$ cat config.mk
export PLATFORM = sky130hd
export DESIGN_NAME = flash_cfg_regs
export DESIGN_NICKNAME = d
export VERILOG_FILES = /design/src/flash_cfg_pkg.sv /design/src/fcfg_seq_if.sv /design/src/flash_cfg_regs.sv /design/src/read_addr_seq.sv
export VERILOG_INCLUDE_DIRS = /design/src
export SDC_FILE = /design/constraint.sdc
export NUM_CORES = 1
export LEC_CHECK = 0
export CORE_AREA = 8 8 148 163
export DETAILED_ROUTE_END_ITERATION = 7
export DIE_AREA = 0 0 156 171
export DONT_BUFFER_PORTS = 1
export PLACE_DENSITY = 0.42
export SLEW_MARGIN = 20
export SYNTH_ARGS = -nofsm -noshare
export SYNTH_HDL_FRONTEND = slang
export SYNTH_SLANG_ARGS = --single-unit
$ cat constraint.sdc
create_clock -name ref_clk_i -period 2.32 [get_ports ref_clk_i]
set_input_delay 0.348 -clock ref_clk_i [delete_from_list [all_inputs] [get_ports ref_clk_i]]
set_output_delay 0.348 -clock ref_clk_i [all_outputs]
set_load 0.005 [all_outputs]
$ cat src/flash_cfg_defines.svh
`ifndef FLASH_CFG_DEFINES_SVH
`define FLASH_CFG_DEFINES_SVH

// Command codes on the serial link
`define FCFG_OP_RD_VOL 8'h85
`define FCFG_OP_WR_VOL 8'h81
`define FCFG_OP_RD_NV 8'hb5
`define FCFG_OP_WR_NV 8'hb1

// Register reset values
`define FCFG_NV_RESET 16'hffff
`define FCFG_VOL_RESET 8'hfb

// Persistent register field positions
`define FCFG_NV_ADDR_BIT 0
`define FCFG_NV_DUAL_BIT 2
`define FCFG_NV_QUAD_BIT 3
`define FCFG_NV_XIP_MSB 11
`define FCFG_NV_XIP_LSB 9
`define FCFG_NV_DUMMY_MSB 15
`define FCFG_NV_DUMMY_LSB 12

// Volatile register field positions
`define FCFG_VOL_DUMMY_MSB 7
`define FCFG_VOL_DUMMY_LSB 4
`define FCFG_VOL_XIP_BIT 3
`define FCFG_VOL_RSVD_BIT 2
`define FCFG_VOL_WRAP_MSB 1
`define FCFG_VOL_WRAP_LSB 0

// Field codes
`define FCFG_XIP_OFF 3'h7
`define FCFG_DUMMY_ALIAS 4'hf
`define FCFG_WRAP_CONT 2'h3

// Link bit counts: opcode, then data
`define FCFG_VOL_WR_BITS 5'h10
`define FCFG_NV_WR_BITS 5'h18

// Array address width and segment width
`define FCFG_ARRAY_AW 26
`define FCFG_SEG_AW 24

`endif

$ cat src/flash_cfg_pkg.sv
package flash_cfg_pkg;
    // Link command phase
    typedef enum logic [1:0] {
        LS_CMD,
        LS_WRITE,
        LS_READ,
        LS_IGNORE
    } link_state_e;
endpackage

$ cat src/fcfg_seq_if.sv
`include "flash_cfg_defines.svh"
interface fcfg_seq_if;
    logic start; // Load start address
    logic [`FCFG_ARRAY_AW-1:0] start_addr; // Formed start address
    logic advance; // Step to next byte
    logic [1:0] wrap; // Wrap code
    logic [`FCFG_ARRAY_AW-1:0] addr; // Current read address
    modport ctrl (output start, output start_addr, output advance, output wrap, input addr);
    modport gen (input start, input start_addr, input advance, input wrap, output addr);
endinterface

$ cat src/flash_cfg_regs.sv
`include "flash_cfg_defines.svh"
module flash_cfg_regs (
    // Clock and reset
    input wire logic ref_clk_i,
    input wire logic nrst_i,
    // Serial link pins
    input wire logic sclk_i,
    input wire logic chip_sel_n_i,
    input wire logic dev_rst_n_i,
    input wire logic dq0_i,
    output logic dq1_o,
    output logic dq1_oe_o,
    // Memory core read side
    input wire logic [1:0] ext_addr_seg_i,
    input wire logic read_start_i,
    input wire logic [31:0] read_addr_i,
    input wire logic read_advance_i,
    output logic [`FCFG_ARRAY_AW-1:0] read_addr_o,
    // Internal configuration
    output logic addr_four_byte_o,
    output logic dual_protocol_o,
    output logic quad_protocol_o,
    output logic [3:0] dummy_cycles_o,
    output logic execute_in_place_mode_o,
    output logic [1:0] wrap_mode_o,
    // Register contents
    output logic [15:0] persistent_config_o,
    output logic [7:0] volatile_config_o
);
    // Dummy code zero acts as the default code
    function automatic logic [3:0] dummy_dec(input logic [3:0] code);
        return (code == 4'h0) ? `FCFG_DUMMY_ALIAS : code;
    endfunction

    logic [3:0] meta_q; // First synchroniser stage
    logic [3:0] sync_q; // Second synchroniser stage
    logic [3:0] prev_q; // Delayed copy for edges
    logic sclk_rise; // Link clock rising edge
    logic sclk_fall; // Link clock falling edge
    logic selected; // Chip select active and device reset pin high
    logic cs_rise; // Frame end
    logic rst_held; // Device reset pin held low
    logic data_bit; // Synchronised data in
    flash_cfg_pkg::link_state_e state_q; // Link phase
    logic [4:0] bit_cnt_q; // Bits this frame, saturating
    logic [15:0] shift_q; // Input shifter
    logic [15:0] out_q; // Output shifter
    logic oe_q; // Output driven
    logic wr_nv_q; // Frame targets persistent register
    logic [7:0] opcode; // Opcode as it completes
    logic boot_q; // One cycle after power reset
    logic vol_commit; // Volatile write completes
    logic nv_commit; // Persistent write completes
    logic [15:0] persistent_q; // Persistent register
    logic [7:0] volatile_q; // Volatile register
    logic cfg_addr4_q; // Internal: four-byte addressing
    logic cfg_dual_n_q; // Internal: dual disabled
    logic cfg_quad_n_q; // Internal: quad disabled
    logic [3:0] cfg_dummy_q; // Internal: dummy cycles
    logic cfg_xip_q; // Internal: execute in place on
    logic [1:0] cfg_wrap_q; // Internal: wrap code

    fcfg_seq_if seq_bus ();

    // Two-flop synchronisers plus edge stage
    always_ff @(posedge ref_clk_i or negedge nrst_i) begin
        if (!nrst_i) begin
            meta_q <= 4'ha; // Idle pin levels, so no false edge after reset
            sync_q <= 4'ha;
            prev_q <= 4'ha;
        end else begin
            meta_q <= {dev_rst_n_i, dq0_i, chip_sel_n_i, sclk_i};
            sync_q <= meta_q;
            prev_q <= sync_q;
        end
    end

    assign sclk_rise = sync_q[0] & ~prev_q[0];
    assign sclk_fall = ~sync_q[0] & prev_q[0];
    assign selected = ~sync_q[1] & sync_q[3];
    assign cs_rise = sync_q[1] & ~prev_q[1];
    assign rst_held = ~sync_q[3];
    assign data_bit = sync_q[2];
    assign opcode = {shift_q[6:0], data_bit};

    // Frame commits, checked at chip select release
    assign vol_commit = cs_rise && !rst_held && state_q == flash_cfg_pkg::LS_WRITE && !wr_nv_q
        && bit_cnt_q == `FCFG_VOL_WR_BITS;
    assign nv_commit = cs_rise && !rst_held && state_q == flash_cfg_pkg::LS_WRITE && wr_nv_q
        && bit_cnt_q == `FCFG_NV_WR_BITS;

    // Input shifter, bit count and command decode
    always_ff @(posedge ref_clk_i or negedge nrst_i) begin
        if (!nrst_i) begin
            state_q <= flash_cfg_pkg::LS_CMD;
            bit_cnt_q <= 5'h0;
            shift_q <= 16'h0;
            wr_nv_q <= 1'b0;
        end else if (!selected) begin
            // Idle between frames
            state_q <= flash_cfg_pkg::LS_CMD;
            bit_cnt_q <= 5'h0;
        end else if (sclk_rise) begin
            shift_q <= {shift_q[14:0], data_bit};
            if (bit_cnt_q != 5'h1f) begin
                bit_cnt_q <= bit_cnt_q + 5'h1;
            end
            if (state_q == flash_cfg_pkg::LS_CMD && bit_cnt_q == 5'h7) begin
                // Dedicated register commands
                if (opcode == `FCFG_OP_WR_VOL || opcode == `FCFG_OP_WR_NV) begin
                    state_q <= flash_cfg_pkg::LS_WRITE;
                end else if (opcode == `FCFG_OP_RD_VOL || opcode == `FCFG_OP_RD_NV) begin
                    state_q <= flash_cfg_pkg::LS_READ;
                end else begin
                    state_q <= flash_cfg_pkg::LS_IGNORE;
                end
                wr_nv_q <= (opcode == `FCFG_OP_WR_NV);
            end
        end
    end

    // Read data: load at opcode, rotate on falling edges
    always_ff @(posedge ref_clk_i or negedge nrst_i) begin
        if (!nrst_i) begin
            out_q <= 16'h0;
            oe_q <= 1'b0;
        end else if (!selected) begin
            oe_q <= 1'b0;
        end else if (sclk_rise && state_q == flash_cfg_pkg::LS_CMD && bit_cnt_q == 5'h7) begin
            if (opcode == `FCFG_OP_RD_NV) begin
                out_q <= persistent_q;
            end else begin
                out_q <= {volatile_q, volatile_q};
            end
        end else if (sclk_fall && state_q == flash_cfg_pkg::LS_READ) begin
            oe_q <= 1'b1;
            if (oe_q) begin
                out_q <= {out_q[14:0], out_q[15]};
            end
        end
    end

    assign dq1_o = out_q[15];
    assign dq1_oe_o = oe_q;

    // Boot marker: load internal configuration after power reset
    always_ff @(posedge ref_clk_i or negedge nrst_i) begin
        if (!nrst_i) begin
            boot_q <= 1'b1;
        end else begin
            boot_q <= 1'b0;
        end
    end

    // Persistent register, kept across device resets
    always_ff @(posedge ref_clk_i or negedge nrst_i) begin
        if (!nrst_i) begin
            persistent_q <= `FCFG_NV_RESET;
        end else if (nv_commit) begin
            persistent_q <= shift_q;
        end
    end

    // Volatile register; reserved bit forced low
    always_ff @(posedge ref_clk_i or negedge nrst_i) begin
        if (!nrst_i) begin
            volatile_q <= `FCFG_VOL_RESET;
        end else if (rst_held) begin
            volatile_q <= `FCFG_VOL_RESET;
        end else if (vol_commit) begin
            volatile_q <= shift_q[7:0];
            volatile_q[`FCFG_VOL_RSVD_BIT] <= 1'b0;
        end
    end

    // Internal configuration
    always_ff @(posedge ref_clk_i or negedge nrst_i) begin
        if (!nrst_i) begin
            cfg_addr4_q <= 1'b0;
            cfg_dual_n_q <= 1'b1;
            cfg_quad_n_q <= 1'b1;
            cfg_dummy_q <= `FCFG_DUMMY_ALIAS;
            cfg_xip_q <= 1'b0;
            cfg_wrap_q <= `FCFG_WRAP_CONT;
        end else if (rst_held || boot_q) begin
            // Download from the persistent register; wrap code set to continuous
            cfg_addr4_q <= ~persistent_q[`FCFG_NV_ADDR_BIT];
            cfg_dual_n_q <= persistent_q[`FCFG_NV_DUAL_BIT];
            cfg_quad_n_q <= persistent_q[`FCFG_NV_QUAD_BIT];
            cfg_dummy_q <= dummy_dec(persistent_q[`FCFG_NV_DUMMY_MSB:`FCFG_NV_DUMMY_LSB]);
            cfg_xip_q <= persistent_q[`FCFG_NV_XIP_MSB:`FCFG_NV_XIP_LSB] != `FCFG_XIP_OFF;
            cfg_wrap_q <= `FCFG_WRAP_CONT;
        end else if (vol_commit) begin
            // Download from the completed volatile write
            cfg_dummy_q <= dummy_dec(shift_q[`FCFG_VOL_DUMMY_MSB:`FCFG_VOL_DUMMY_LSB]);
            cfg_xip_q <= ~shift_q[`FCFG_VOL_XIP_BIT];
            cfg_wrap_q <= shift_q[`FCFG_VOL_WRAP_MSB:`FCFG_VOL_WRAP_LSB];
        end
    end

    assign addr_four_byte_o = cfg_addr4_q;
    assign dual_protocol_o = ~cfg_dual_n_q;
    assign quad_protocol_o = ~cfg_quad_n_q & ~cfg_dual_n_q;
    assign dummy_cycles_o = cfg_dummy_q;
    assign execute_in_place_mode_o = cfg_xip_q;
    assign wrap_mode_o = cfg_wrap_q;
    assign persistent_config_o = persistent_q;
    assign volatile_config_o = volatile_q;

    // Start address: segment from extended register only in 3-byte mode
    assign seq_bus.start = read_start_i;
    assign seq_bus.start_addr = cfg_addr4_q ? read_addr_i[`FCFG_ARRAY_AW-1:0]
        : {ext_addr_seg_i, read_addr_i[`FCFG_SEG_AW-1:0]};
    assign seq_bus.advance = read_advance_i;
    assign seq_bus.wrap = cfg_wrap_q;
    assign read_addr_o = seq_bus.addr;

    read_addr_seq u_seq (
        .ref_clk_i(ref_clk_i),
        .nrst_i(nrst_i),
        .seq(seq_bus.gen)
    );
endmodule

$ cat src/read_addr_seq.sv
`include "flash_cfg_defines.svh"
module read_addr_seq (
    // Clock and reset
    input wire logic ref_clk_i,
    input wire logic nrst_i,
    // Sequencer port
    fcfg_seq_if.gen seq
);
    localparam int AW = `FCFG_ARRAY_AW;

    // Block mask for the wrap code
    function automatic logic [AW-1:0] wrap_mask(input logic [1:0] code);
        logic [AW-1:0] m;
        m = '1;
        if (code == 2'h0) begin
            m = AW'(32'h0000_000f);
        end else if (code == 2'h1) begin
            m = AW'(32'h0000_001f);
        end else if (code == 2'h2) begin
            m = AW'(32'h0000_003f);
        end
        return m;
    endfunction

    logic [AW-1:0] addr_q; // Address register
    logic [AW-1:0] mask; // Current block mask
    logic [AW-1:0] inc; // Address plus one

    assign mask = wrap_mask(seq.wrap);
    assign inc = addr_q + AW'(1);
    assign seq.addr = addr_q;

    // Start, then step inside the aligned block
    always_ff @(posedge ref_clk_i or negedge nrst_i) begin
        if (!nrst_i) begin
            addr_q <= '0;
        end else if (seq.start) begin
            addr_q <= seq.start_addr;
        end else if (seq.advance) begin
            addr_q <= (addr_q & ~mask) | (inc & mask);
        end
    end
endmodule

[Yosys cells after proc, flatten, opt, wreduce, memory -nomap -nowiden]
Cells that the tools add are included.
Widths: inputs -> output; s select.
Cells by class
  bitwise operators: 18
  reductions and logical operators: 28
  add/subtract/negate cells: 2
  eq/ne operators: 19
  mux-type cells: 31
Operators with widths (count)
  $mux 26: 6
  $mux 16: 4
  $and 26x26->26: 2
  $eq 8x8->1 const B: 4
  $add 26x1->26 const B: 1
  $not 26->26: 1
  $or 26x26->26: 1
  $mux 4: 4
  $mux 8: 2
  $mux 5: 3
  $mux 2: 6
  $eq 5x5->1 const B: 2
  $logic_and 1x1->1: 10
  $not 1->1: 9
  $logic_not 4->1: 2
  $ne 2x1->1 const B: 4
  $reduce_and 2->1: 4
  $reduce_bool 2->1: 4
  $mux 1: 6
  $reduce_and 3->1: 2
  $add 5x1->5 const B: 1
  $and 1x1->1: 5
  $eq 5x3->1 const B: 1
  $ne 5x5->1 const B: 1
  7 further kinds: 13
Word-level totals
  logic and storage cells: 117
  flip-flop bits (word level): 112
  output and inout bits: 62
  bits of input ports: 42

[Logic depth before layout (Yosys ltp)]
Gate-level depths: netlist (run 1).
  depth after elaboration: 9
  depth in mapped cells: 9
  depth with buffers taken out: 7

[Modules after synthesis]
Synthesis (run 1) repeated with hierarchy kept, for this count alone.
Second synthesis, totals
  cell total of the unflattened synthesis: 480
  area, all modules: 5345.1 um^2
Modules (own cells, without submodules)
  flash_cfg_regs: instances 1, sequential area each 2173.3 um^2, cells an instance 304, area an instance 3792.4 um^2
  read_addr_seq: instances 1, sequential area each 650.6 um^2, cells an instance 176, area an instance 1552.7 um^2

[Worst setup path before layout (run 1)]
OpenSTA, ideal clock, no wires.
  path type: reg2reg
  start: reg sync_q[3]
  end: reg out_q[11]
  setup slack: 406 ps
  required time: 2198 ps
  setup time: 122 ps
  stages on the path, launching flop included: 9
  arrival time: 1792 ps
  period minus slack after synthesis: 1914 ps
  path buffers: 3
  cell sequence: dfstp_2 -> buf_2 -> nor4bb_1 -> buf_2 -> nand4_1 -> clkbuf_1 -> a21o_1 -> a21oi_1 -> nor3_1
Between the ends
  word-level cells in the longest chain between the ends: 2
Ends and longest elaborated chain
  from (decl): RTL line flash_cfg_regs.sv:36  | logic [3:0] sync_q;
  from (signal assigned): RTL line flash_cfg_regs.sv:73  | sync_q <= meta_q;
  $and 1x1->1: RTL line flash_cfg_regs.sv:80  | assign selected = ~sync_q[1] & sync_q[3];
  $reduce_and 3->1 (no line)
  to (signal assigned): RTL line flash_cfg_regs.sv:131  | out_q <= persistent_q;
  to (signal assigned): RTL line flash_cfg_regs.sv:133  | out_q <= {volatile_q, volatile_q};
  to (signal assigned): RTL line flash_cfg_regs.sv:138  | out_q <= {out_q[14:0], out_q[15]};
  to (decl): RTL line flash_cfg_regs.sv:47  | logic [15:0] out_q;
No other way between the ends.
A chain may end at the register's enable or synchronous reset.

[Worst setup path after layout (run 1)]
  start: reg bit_cnt_q[3]
  end: reg out_q[10]
Between the ends
  word-level cells in the longest chain between the ends: 4
  elaborated cells on any way between the ends: 6
  those cells by class: eq/ne (1); mux (1); reduce/logical (4)
Ends and longest elaborated chain
  from (decl): RTL line flash_cfg_regs.sv:45  | logic [4:0] bit_cnt_q;
  from (signal assigned): RTL line flash_cfg_regs.sv:106  | bit_cnt_q <= bit_cnt_q + 5'h1;
  $eq 5x3->1 (*): RTL line flash_cfg_regs.sv:129  | end else if (sclk_rise && state_q == flash_cfg_pkg::LS_CMD && bit_cnt_q == 5'h7) begin
  $logic_and 1x1->1 (*): RTL line flash_cfg_regs.sv:129
  $reduce_bool 2->1 (no line)
  $reduce_and 3->1 (no line)
Every way passes the cells marked *; elsewhere a longest branch is shown, timed or not.

==> results of run 1 <==
[routing by layer]
layer | vias to the layer above | part of all wire [%] | GRT usage, %
li1 | 1764 | - | -
met1 | 1870 | 42 | 12.1
met2 | 118 | 47 | 17.6
met3 | 15 | 10 | 4.77
met4 | 0 | 1.2 | 3.29
met5 | - | 0 | 0
[worst max-delay path, stage by stage, from the launching register on]
cell	delay [ps]
sky130_fd_sc_hd__dfrtp_1	480
sky130_fd_sc_hd__nor4_2	300
sky130_fd_sc_hd__or3b_2	530
sky130_fd_sc_hd__a21oi_4	440
sky130_fd_sc_hd__nor2_1	80
sky130_fd_sc_hd__nor3_1	170
[cells in the mapped netlist (all sizes together) (6+ instances only)]
library cell	number	area [µm²]
xnor2	13	114
nor4	8	83.8
dfstp	37	972
o21ai	18	90.1
inv	11	41.3
clkbuf	15	56.3
nor3	25	130
xor2	12	105
nor2	59	221
nand2	55	206
nor2b	6	37.5
a21oi	27	146
dfrtp	74	1850
nand4	10	62.6
buf	11	67.6
a21o	11	82.6
mux2	36	405
nand3	21	110
[final cells by class]
cell class,count,area (µm²)
Multi-Input combinational cell,354,2270
Timing Repair Buffer,19,153
Antenna cell,1,2.50
Sequential cell,111,2820
Clock inverter,7,81.3
Fill cell,2231,15300
Clock buffer,9,225
Inverter,11,41.3
Tap cell,290,363
[cells by family after synthesis]
family,after synthesis
multiplexers,40
adder cells (fa/ha/maj),4
XOR/XNOR,25
other,1
AO/OA/AOI/OAI,74
buffers and inverters,37
AND/OR/NAND/NOR,209
flip-flops,111
[power by group through the flow]
stage	sequential [mW]	combinational, mW	clock [mW]
after floorplan	2.17	0.231	0
after global placement	2.22	0.262	0
after detailed placement	2.23	0.266	0
after CTS	2.19	0.273	1.66
after global routing	2.21	0.301	1.72
final	2.19	0.270	1.57
[worst max-delay path by stage]
stage | from | end | slack (ps) | cells past startpoint
floorplan | sync_q[3] | out_q[11] | 410 | 8
global placement | bit_cnt_q[3] | out_q[13] | 310 | 5
detailed placement | state_q[1] | out_q[10] | 250 | 5
CTS | bit_cnt_q[3] | out_q[10] | 210 | 5
global route | bit_cnt_q[3] | out_q[2] | 80 | 5
finish | bit_cnt_q[3] | out_q[10] | 230 | 5
[per-stage QoR]
stage	cells	total power, mW	hold slack [ps]	instance area [µm²]
floorplan	502	2.40	52.4	5240
global placement	781	2.48	56.3	5610
detailed placement	781	2.49	56.9	5610
CTS	801	4.12	-342	5960
global route	801	4.23	-354	5960
finish	802	4.03	-320	5960
==> results.txt, run 1 <==
Total global routing overflow -> 0
Leak -> 2.49 nW
Clock tree from TritonCTS -> done
Count of pins over their slew limit -> 0
Total power per unit cell area -> 676 mW/mm²
Share of total power in combinational logic -> 6.7%
Count of buffers inserted at the top-level ports -> 0
Final sum of negative setup slack -> 0 ps
Initial antenna violation count -> 0
Final weighted congestion of routability-driven global placement -> 0.763
Multiplexer share of the synthesized area -> 8.50%
Die area -> 0.0267 mm²
Number of DRC violations after detailed routing -> 0
Leading cell type in the layout, fill and taps excluded -> sky130_fd_sc_hd__dfrtp_1
Logic depth of the worst register-to-register path -> 5
Cell row count -> 56
Via count of the first global-routing pass -> 3,947
Largest net degree at the start of global routing -> 112
Flops & latches, synth -> 111
H-Tree Level Count -> 3
Ratio of cells with drive above 1 in the final layout -> 23.9%
Fraction of the cycle the final worst path needs -> 90.2%
Number of hold violations in the final report -> 111
Share of synthesized registers carrying an async set or reset -> 100%
Buffers from clock root to sink, at most -> 2
Pre-CTS WS -> 246 ps
First drt pass iteration count -> 6
Layout Nets -> 552
Post-DR vias/cell -> 4.70
Total track usage -> 10.6%
Fmax achieved -> 478 MHz
Total vias in the final route -> 3,767
Share of synthesized cell area in and, or, nand and nor gates -> 20.2%
Clock net sink count -> 111
Top flip-flop cell by instance count after synthesis -> sky130_fd_sc_hd__dfrtp_1
Type of the most critical hold path -> in -> async
Clock tree root buffer cell -> sky130_fd_sc_hd__clkbuf_16
Clock transition at the register clock pins on the worst setup and hold paths after CTS -> 80 ps
Hold Worst Slack -> -320 ps
Worst Path Required -> 2580 ps
Final worst-path setup slack -> 226 ps
Area share of xor/xnor cells in the synthesized design -> 4.18%
Post-Syn Area per Cell -> 10.5 µm²
Number of gates resized after cts -> 0
Area inside the core boundary -> 0.0212 mm²
Starting density of the core -> 24.7%
Routed Antenna Nets -> 0
Dominant combinational cell family by area after synthesis -> simple AND/OR/NAND/NOR gates
Synthesized netlist cell count -> 501
Maximum fanout along the worst path -> 16
Register share of total power -> 54.3%
Max-cap check violation count -> 0
Number of synthesized flops with an enable pin -> 0
Startpoint type of the worst setup path -> flip-flop
Setup repair after global routing missed its margin -> no
Worst-Skew Late Latency -> 360 ps
Iteration-0 DRC count of the detailed router -> 191
CP endpoint kind -> flip-flop
Synth cell types -> 53
Complex-gate fraction of the synthesized area -> 9.03%
Post-synthesis sequential area ratio -> 53.9%
Worst rel slew slack -> 57.5%
# hold bufs at CTS -> 4
Num ports -> 104
Launch instance of the worst register-to-register path -> bit_cnt_q[3]
Switch Pwr -> 1.08 mW
Layout overhead on the synthesized area -> 13.7%
Critical Path AT -> 2360 ps
Final routed wirelength across all metal layers -> 14,100 µm
Post-synthesis instance area -> 0.00524 mm²
Clock network fraction of total power -> 39.0%
Post-CTS setup repair buffer count -> 0
Maximum VDD drop -> 0.334 mV
Adder and majority gate portion of the synthesized area -> 0.955%
Number of buffers added by the clock tree synthesis step -> 9
Startpoint-to-endpoint class of the critical path -> reg -> reg
Leading cell types in the layout, fill and taps excluded -> sky130_fd_sc_hd__dfrtp_1, sky130_fd_sc_hd__nor2_1, sky130_fd_sc_hd__nand2_1, sky130_fd_sc_hd__dfstp_2, sky130_fd_sc_hd__mux2_2
First-pass GRT wire length -> 22,200 µm
Yosys synthesis warning count -> 0
Switching part of the total power -> 26.7%
Die Y -> 171 µm
Pin slew with the least headroom to its limit -> 629 ps
Flop2flop setup slack -> 230 ps
Die width -> 156 µm
Failing checks -> hold timing
Average detailed-routed wire length per instance -> 17.5 µm
Final Setup Violations -> 0
Internal power contribution -> 2.95 mW
Minimum period implied by the final worst setup slack -> 2090 ps
Fin Clk Skew -> 9.80 ps
HPWL after detailed placement -> 10,100 µm
Status -> complete, but fails checks
Worst R2R End -> out_q[10]
Final design utilization -> 28.1%
No activity file was read; power rests on OpenSTA's default activity.
==> inputs of run 2 (changes only) <==
--- a/config.mk
+++ b/config.mk
@@ -10,6 +10,7 @@
 export DETAILED_ROUTE_END_ITERATION = 7
 export DIE_AREA = 0 0 156 171
 export DONT_BUFFER_PORTS = 1
+export MAX_ROUTING_LAYER = met4
 export PLACE_DENSITY = 0.42
 export SLEW_MARGIN = 20
 export SYNTH_ARGS = -nofsm -noshare
==> results.txt, run 2 (synthesis results as in run 1) <==
Layout overhead on the synthesized area -> 13.7% (unchanged)
CP endpoint kind -> flip-flop
Post-DR vias/cell -> 4.70 (about the same)
Startpoint type of the worst setup path -> flip-flop
First-pass GRT wire length -> 22,200 µm (+0.25%)
Starting density of the core -> 24.7% (unchanged)
Die area -> 0.0267 mm² (unchanged)
HPWL after detailed placement -> 10,100 µm (unchanged)
Clock tree root buffer cell -> sky130_fd_sc_hd__clkbuf_16
Largest net degree at the start of global routing -> 112 (unchanged)
Failing checks -> hold timing
Worst-Skew Late Latency -> 360 ps (about the same)
Maximum fanout along the worst path -> 16 (unchanged)
Launch instance of the worst register-to-register path -> bit_cnt_q[3]
Fin Clk Skew -> 9.27 ps (-0.532 ps)
H-Tree Level Count -> 3 (unchanged)
Cell row count -> 56 (unchanged)
Average detailed-routed wire length per instance -> 17.5 µm (about the same)
Final standard cell count with taps included and fillers excluded -> 802 (unchanged)
Fraction of the cycle the final worst path needs -> 91.0% (+0.77 points)
Number of hold violations in the final report -> 111 (unchanged)
Die width -> 156 µm (unchanged)
Switching part of the total power -> 26.9% (+0.13 points)
Post-CTS setup repair buffer count -> 0 (unchanged)
Maximum VDD drop -> 0.341 mV (+2.0%)
Worst rel slew slack -> 57.6% (about the same)
Timing endpoint of the critical path -> out_q[10]
Final routed wirelength across all metal layers -> 14,100 µm (about the same)
Power Total -> 4.04 mW (+0.18%)
Worst Path Required -> 2590 ps (about the same)
Max-cap check violation count -> 0 (unchanged)
Buffers from clock root to sink, at most -> 2 (unchanged)
Switch Pwr -> 1.08 mW (+0.68%)
Cell type of the slowest stage on the worst timing path -> sky130_fd_sc_hd__or3b_2
Setup repair after global routing missed its margin -> no
Die Y -> 171 µm (unchanged)
Share of total power in combinational logic -> 6.7% (about the same)
Number of DRC violations after detailed routing -> 0 (unchanged)
Count of buffers inserted at the top-level ports -> 0 (unchanged)
Status -> complete, but fails checks
Beginning of the critical path -> bit_cnt_q[3]
Total vias in the final route -> 3,766 (-0.027%)
Final sum of negative setup slack -> 0 ps (unchanged)
Leading cell type in the layout, fill and taps excluded -> sky130_fd_sc_hd__dfrtp_1
Leading cell types in the layout, fill and taps excluded -> sky130_fd_sc_hd__dfrtp_1, sky130_fd_sc_hd__nor2_1, sky130_fd_sc_hd__nand2_1, sky130_fd_sc_hd__dfstp_2, sky130_fd_sc_hd__mux2_2
Count of pins over their slew limit -> 0 (unchanged)
Final weighted congestion of routability-driven global placement -> 0.773 (+1.3%)
Type of the most critical hold path -> in -> async
Hold Worst Slack -> -324 ps (-3.86 ps)
Number of buffers and inverters on the critical path -> 0 (unchanged)
Register share of total power -> 54.2% (about the same)
Total global routing overflow -> 0 (unchanged)
Startpoint-to-endpoint class of the critical path -> reg -> reg
Number of gates resized after cts -> 0 (unchanged)
Largest incremental delay on the critical path -> 530 ps (about the same)
Layout Nets -> 552 (unchanged)
Pin slew with the least headroom to its limit -> 628 ps (-0.725 ps)
Clock transition at the register clock pins on the worst setup and hold paths after CTS -> 80 ps (about the same)
Clock network fraction of total power -> 39.1% (about the same)
Via count of the first global-routing pass -> 3,942 (-0.13%)
# hold bufs at CTS -> 4 (unchanged)
Routed Antenna Nets -> 0 (unchanged)
Post-Place Cell Area -> 0.00561 mm² (unchanged)
Area inside the core boundary -> 0.0212 mm² (unchanged)
Num ports -> 104 (unchanged)
Logic depth of the worst register-to-register path -> 5 (unchanged)
Number of buffers added by the clock tree synthesis step -> 9 (unchanged)
Final Setup Violations -> 0 (unchanged)
Leak -> 2.49 nW (unchanged)
First drt pass iteration count -> 5 (-1)
Iteration-0 DRC count of the detailed router -> 215 (+13%)
Total track usage -> 11.0% (+0.34 points)
Ratio of cells with drive above 1 in the final layout -> 23.9% (unchanged)
Minimum period implied by the final worst setup slack -> 2110 ps (+18.0 ps)
Total power per unit cell area -> 677 mW/mm² (+0.18%)
Flop2flop setup slack -> 210 ps (-20 ps)
Initial antenna violation count -> 0 (unchanged)
Count of fill cells added during filler insertion -> 2,231 (unchanged)
Worst R2R End -> out_q[10]
Clock tree from TritonCTS -> done
Critical Path AT -> 2380 ps (+20 ps)
Internal power contribution -> 2.95 mW (about the same)
Critical path, cell by cell -> nor4_2 > or3b_2 > a21oi_4 > nor2_1 > nor3_1
Clock net sink count -> 111 (unchanged)
Instance count after placement with tap cells included -> 781 (unchanged)
Fmax achieved -> 474 MHz (-0.85%)
Path length in cells of the critical path -> 5 (unchanged)
Non-Filler Cell Area, Final -> 0.00596 mm² (unchanged)
Cell family with most CP delay -> simple AND/OR/NAND/NOR gates
run 2: cell counts in the layout (fill, tap and decap cells not counted):
No cell type changed its count.
run 2: layout make-up:
cell class	instances	area, µm²	area share, %
diodes	1	2.50	0.0420
repair buffers	19	153	2.56
inverters	11	41.3	0.693
clock buffers	9	225	3.78
multi-input cells	354	2270	38.1
flip-flops and latches	111	2820	47.4
well taps	290	363	6.09
clock inverters	7	81.3	1.36
run 2: worst min path at each step:
stage                     slack [ps]   start                         end
after floorplan                   50  nrst_i  asynchronous set/reset pin
after global placement            60  nrst_i  asynchronous set/reset pin
after detailed placement          60  nrst_i  asynchronous set/reset pin
after CTS                       -340  nrst_i                bit_cnt_q[2]
after global routing            -360  nrst_i           u_seq.seq.addr[3]
final                           -320  nrst_i           u_seq.seq.addr[3]
run 2: power groups by stage:
stage / combinational [mW] / sequential [mW] / clock (mW)
global route: 0.301 / 2.21 / 1.72
detailed placement: 0.266 / 2.23 / 0
finish: 0.270 / 2.19 / 1.58
CTS: 0.273 / 2.19 / 1.66
global placement: 0.262 / 2.22 / 0
floorplan: 0.231 / 2.17 / 0
run 2: per-stage QoR:
stage                     setup slack, ps  hold WS [ps]  utilization, %
after floorplan                       406          52.4               -
after global placement                307          56.3            26.4
after detailed placement              246          56.9            26.4
after CTS                             215          -342            28.1
after global routing                 80.8          -355            28.1
final                                 208          -324            28.1
run 2: layer usage:
metal | track usage, % | up-vias | wire, µm | part of all wire, %
met5 | - | - | 0 | 0
met4 | 3.29 | 0 | 189 | 1.3
met3 | 4.69 | 17 | 1430 | 10
met2 | 17.6 | 125 | 6610 | 47
met1 | 12.2 | 1864 | 5840 | 42
li1 | - | 1760 | - | -
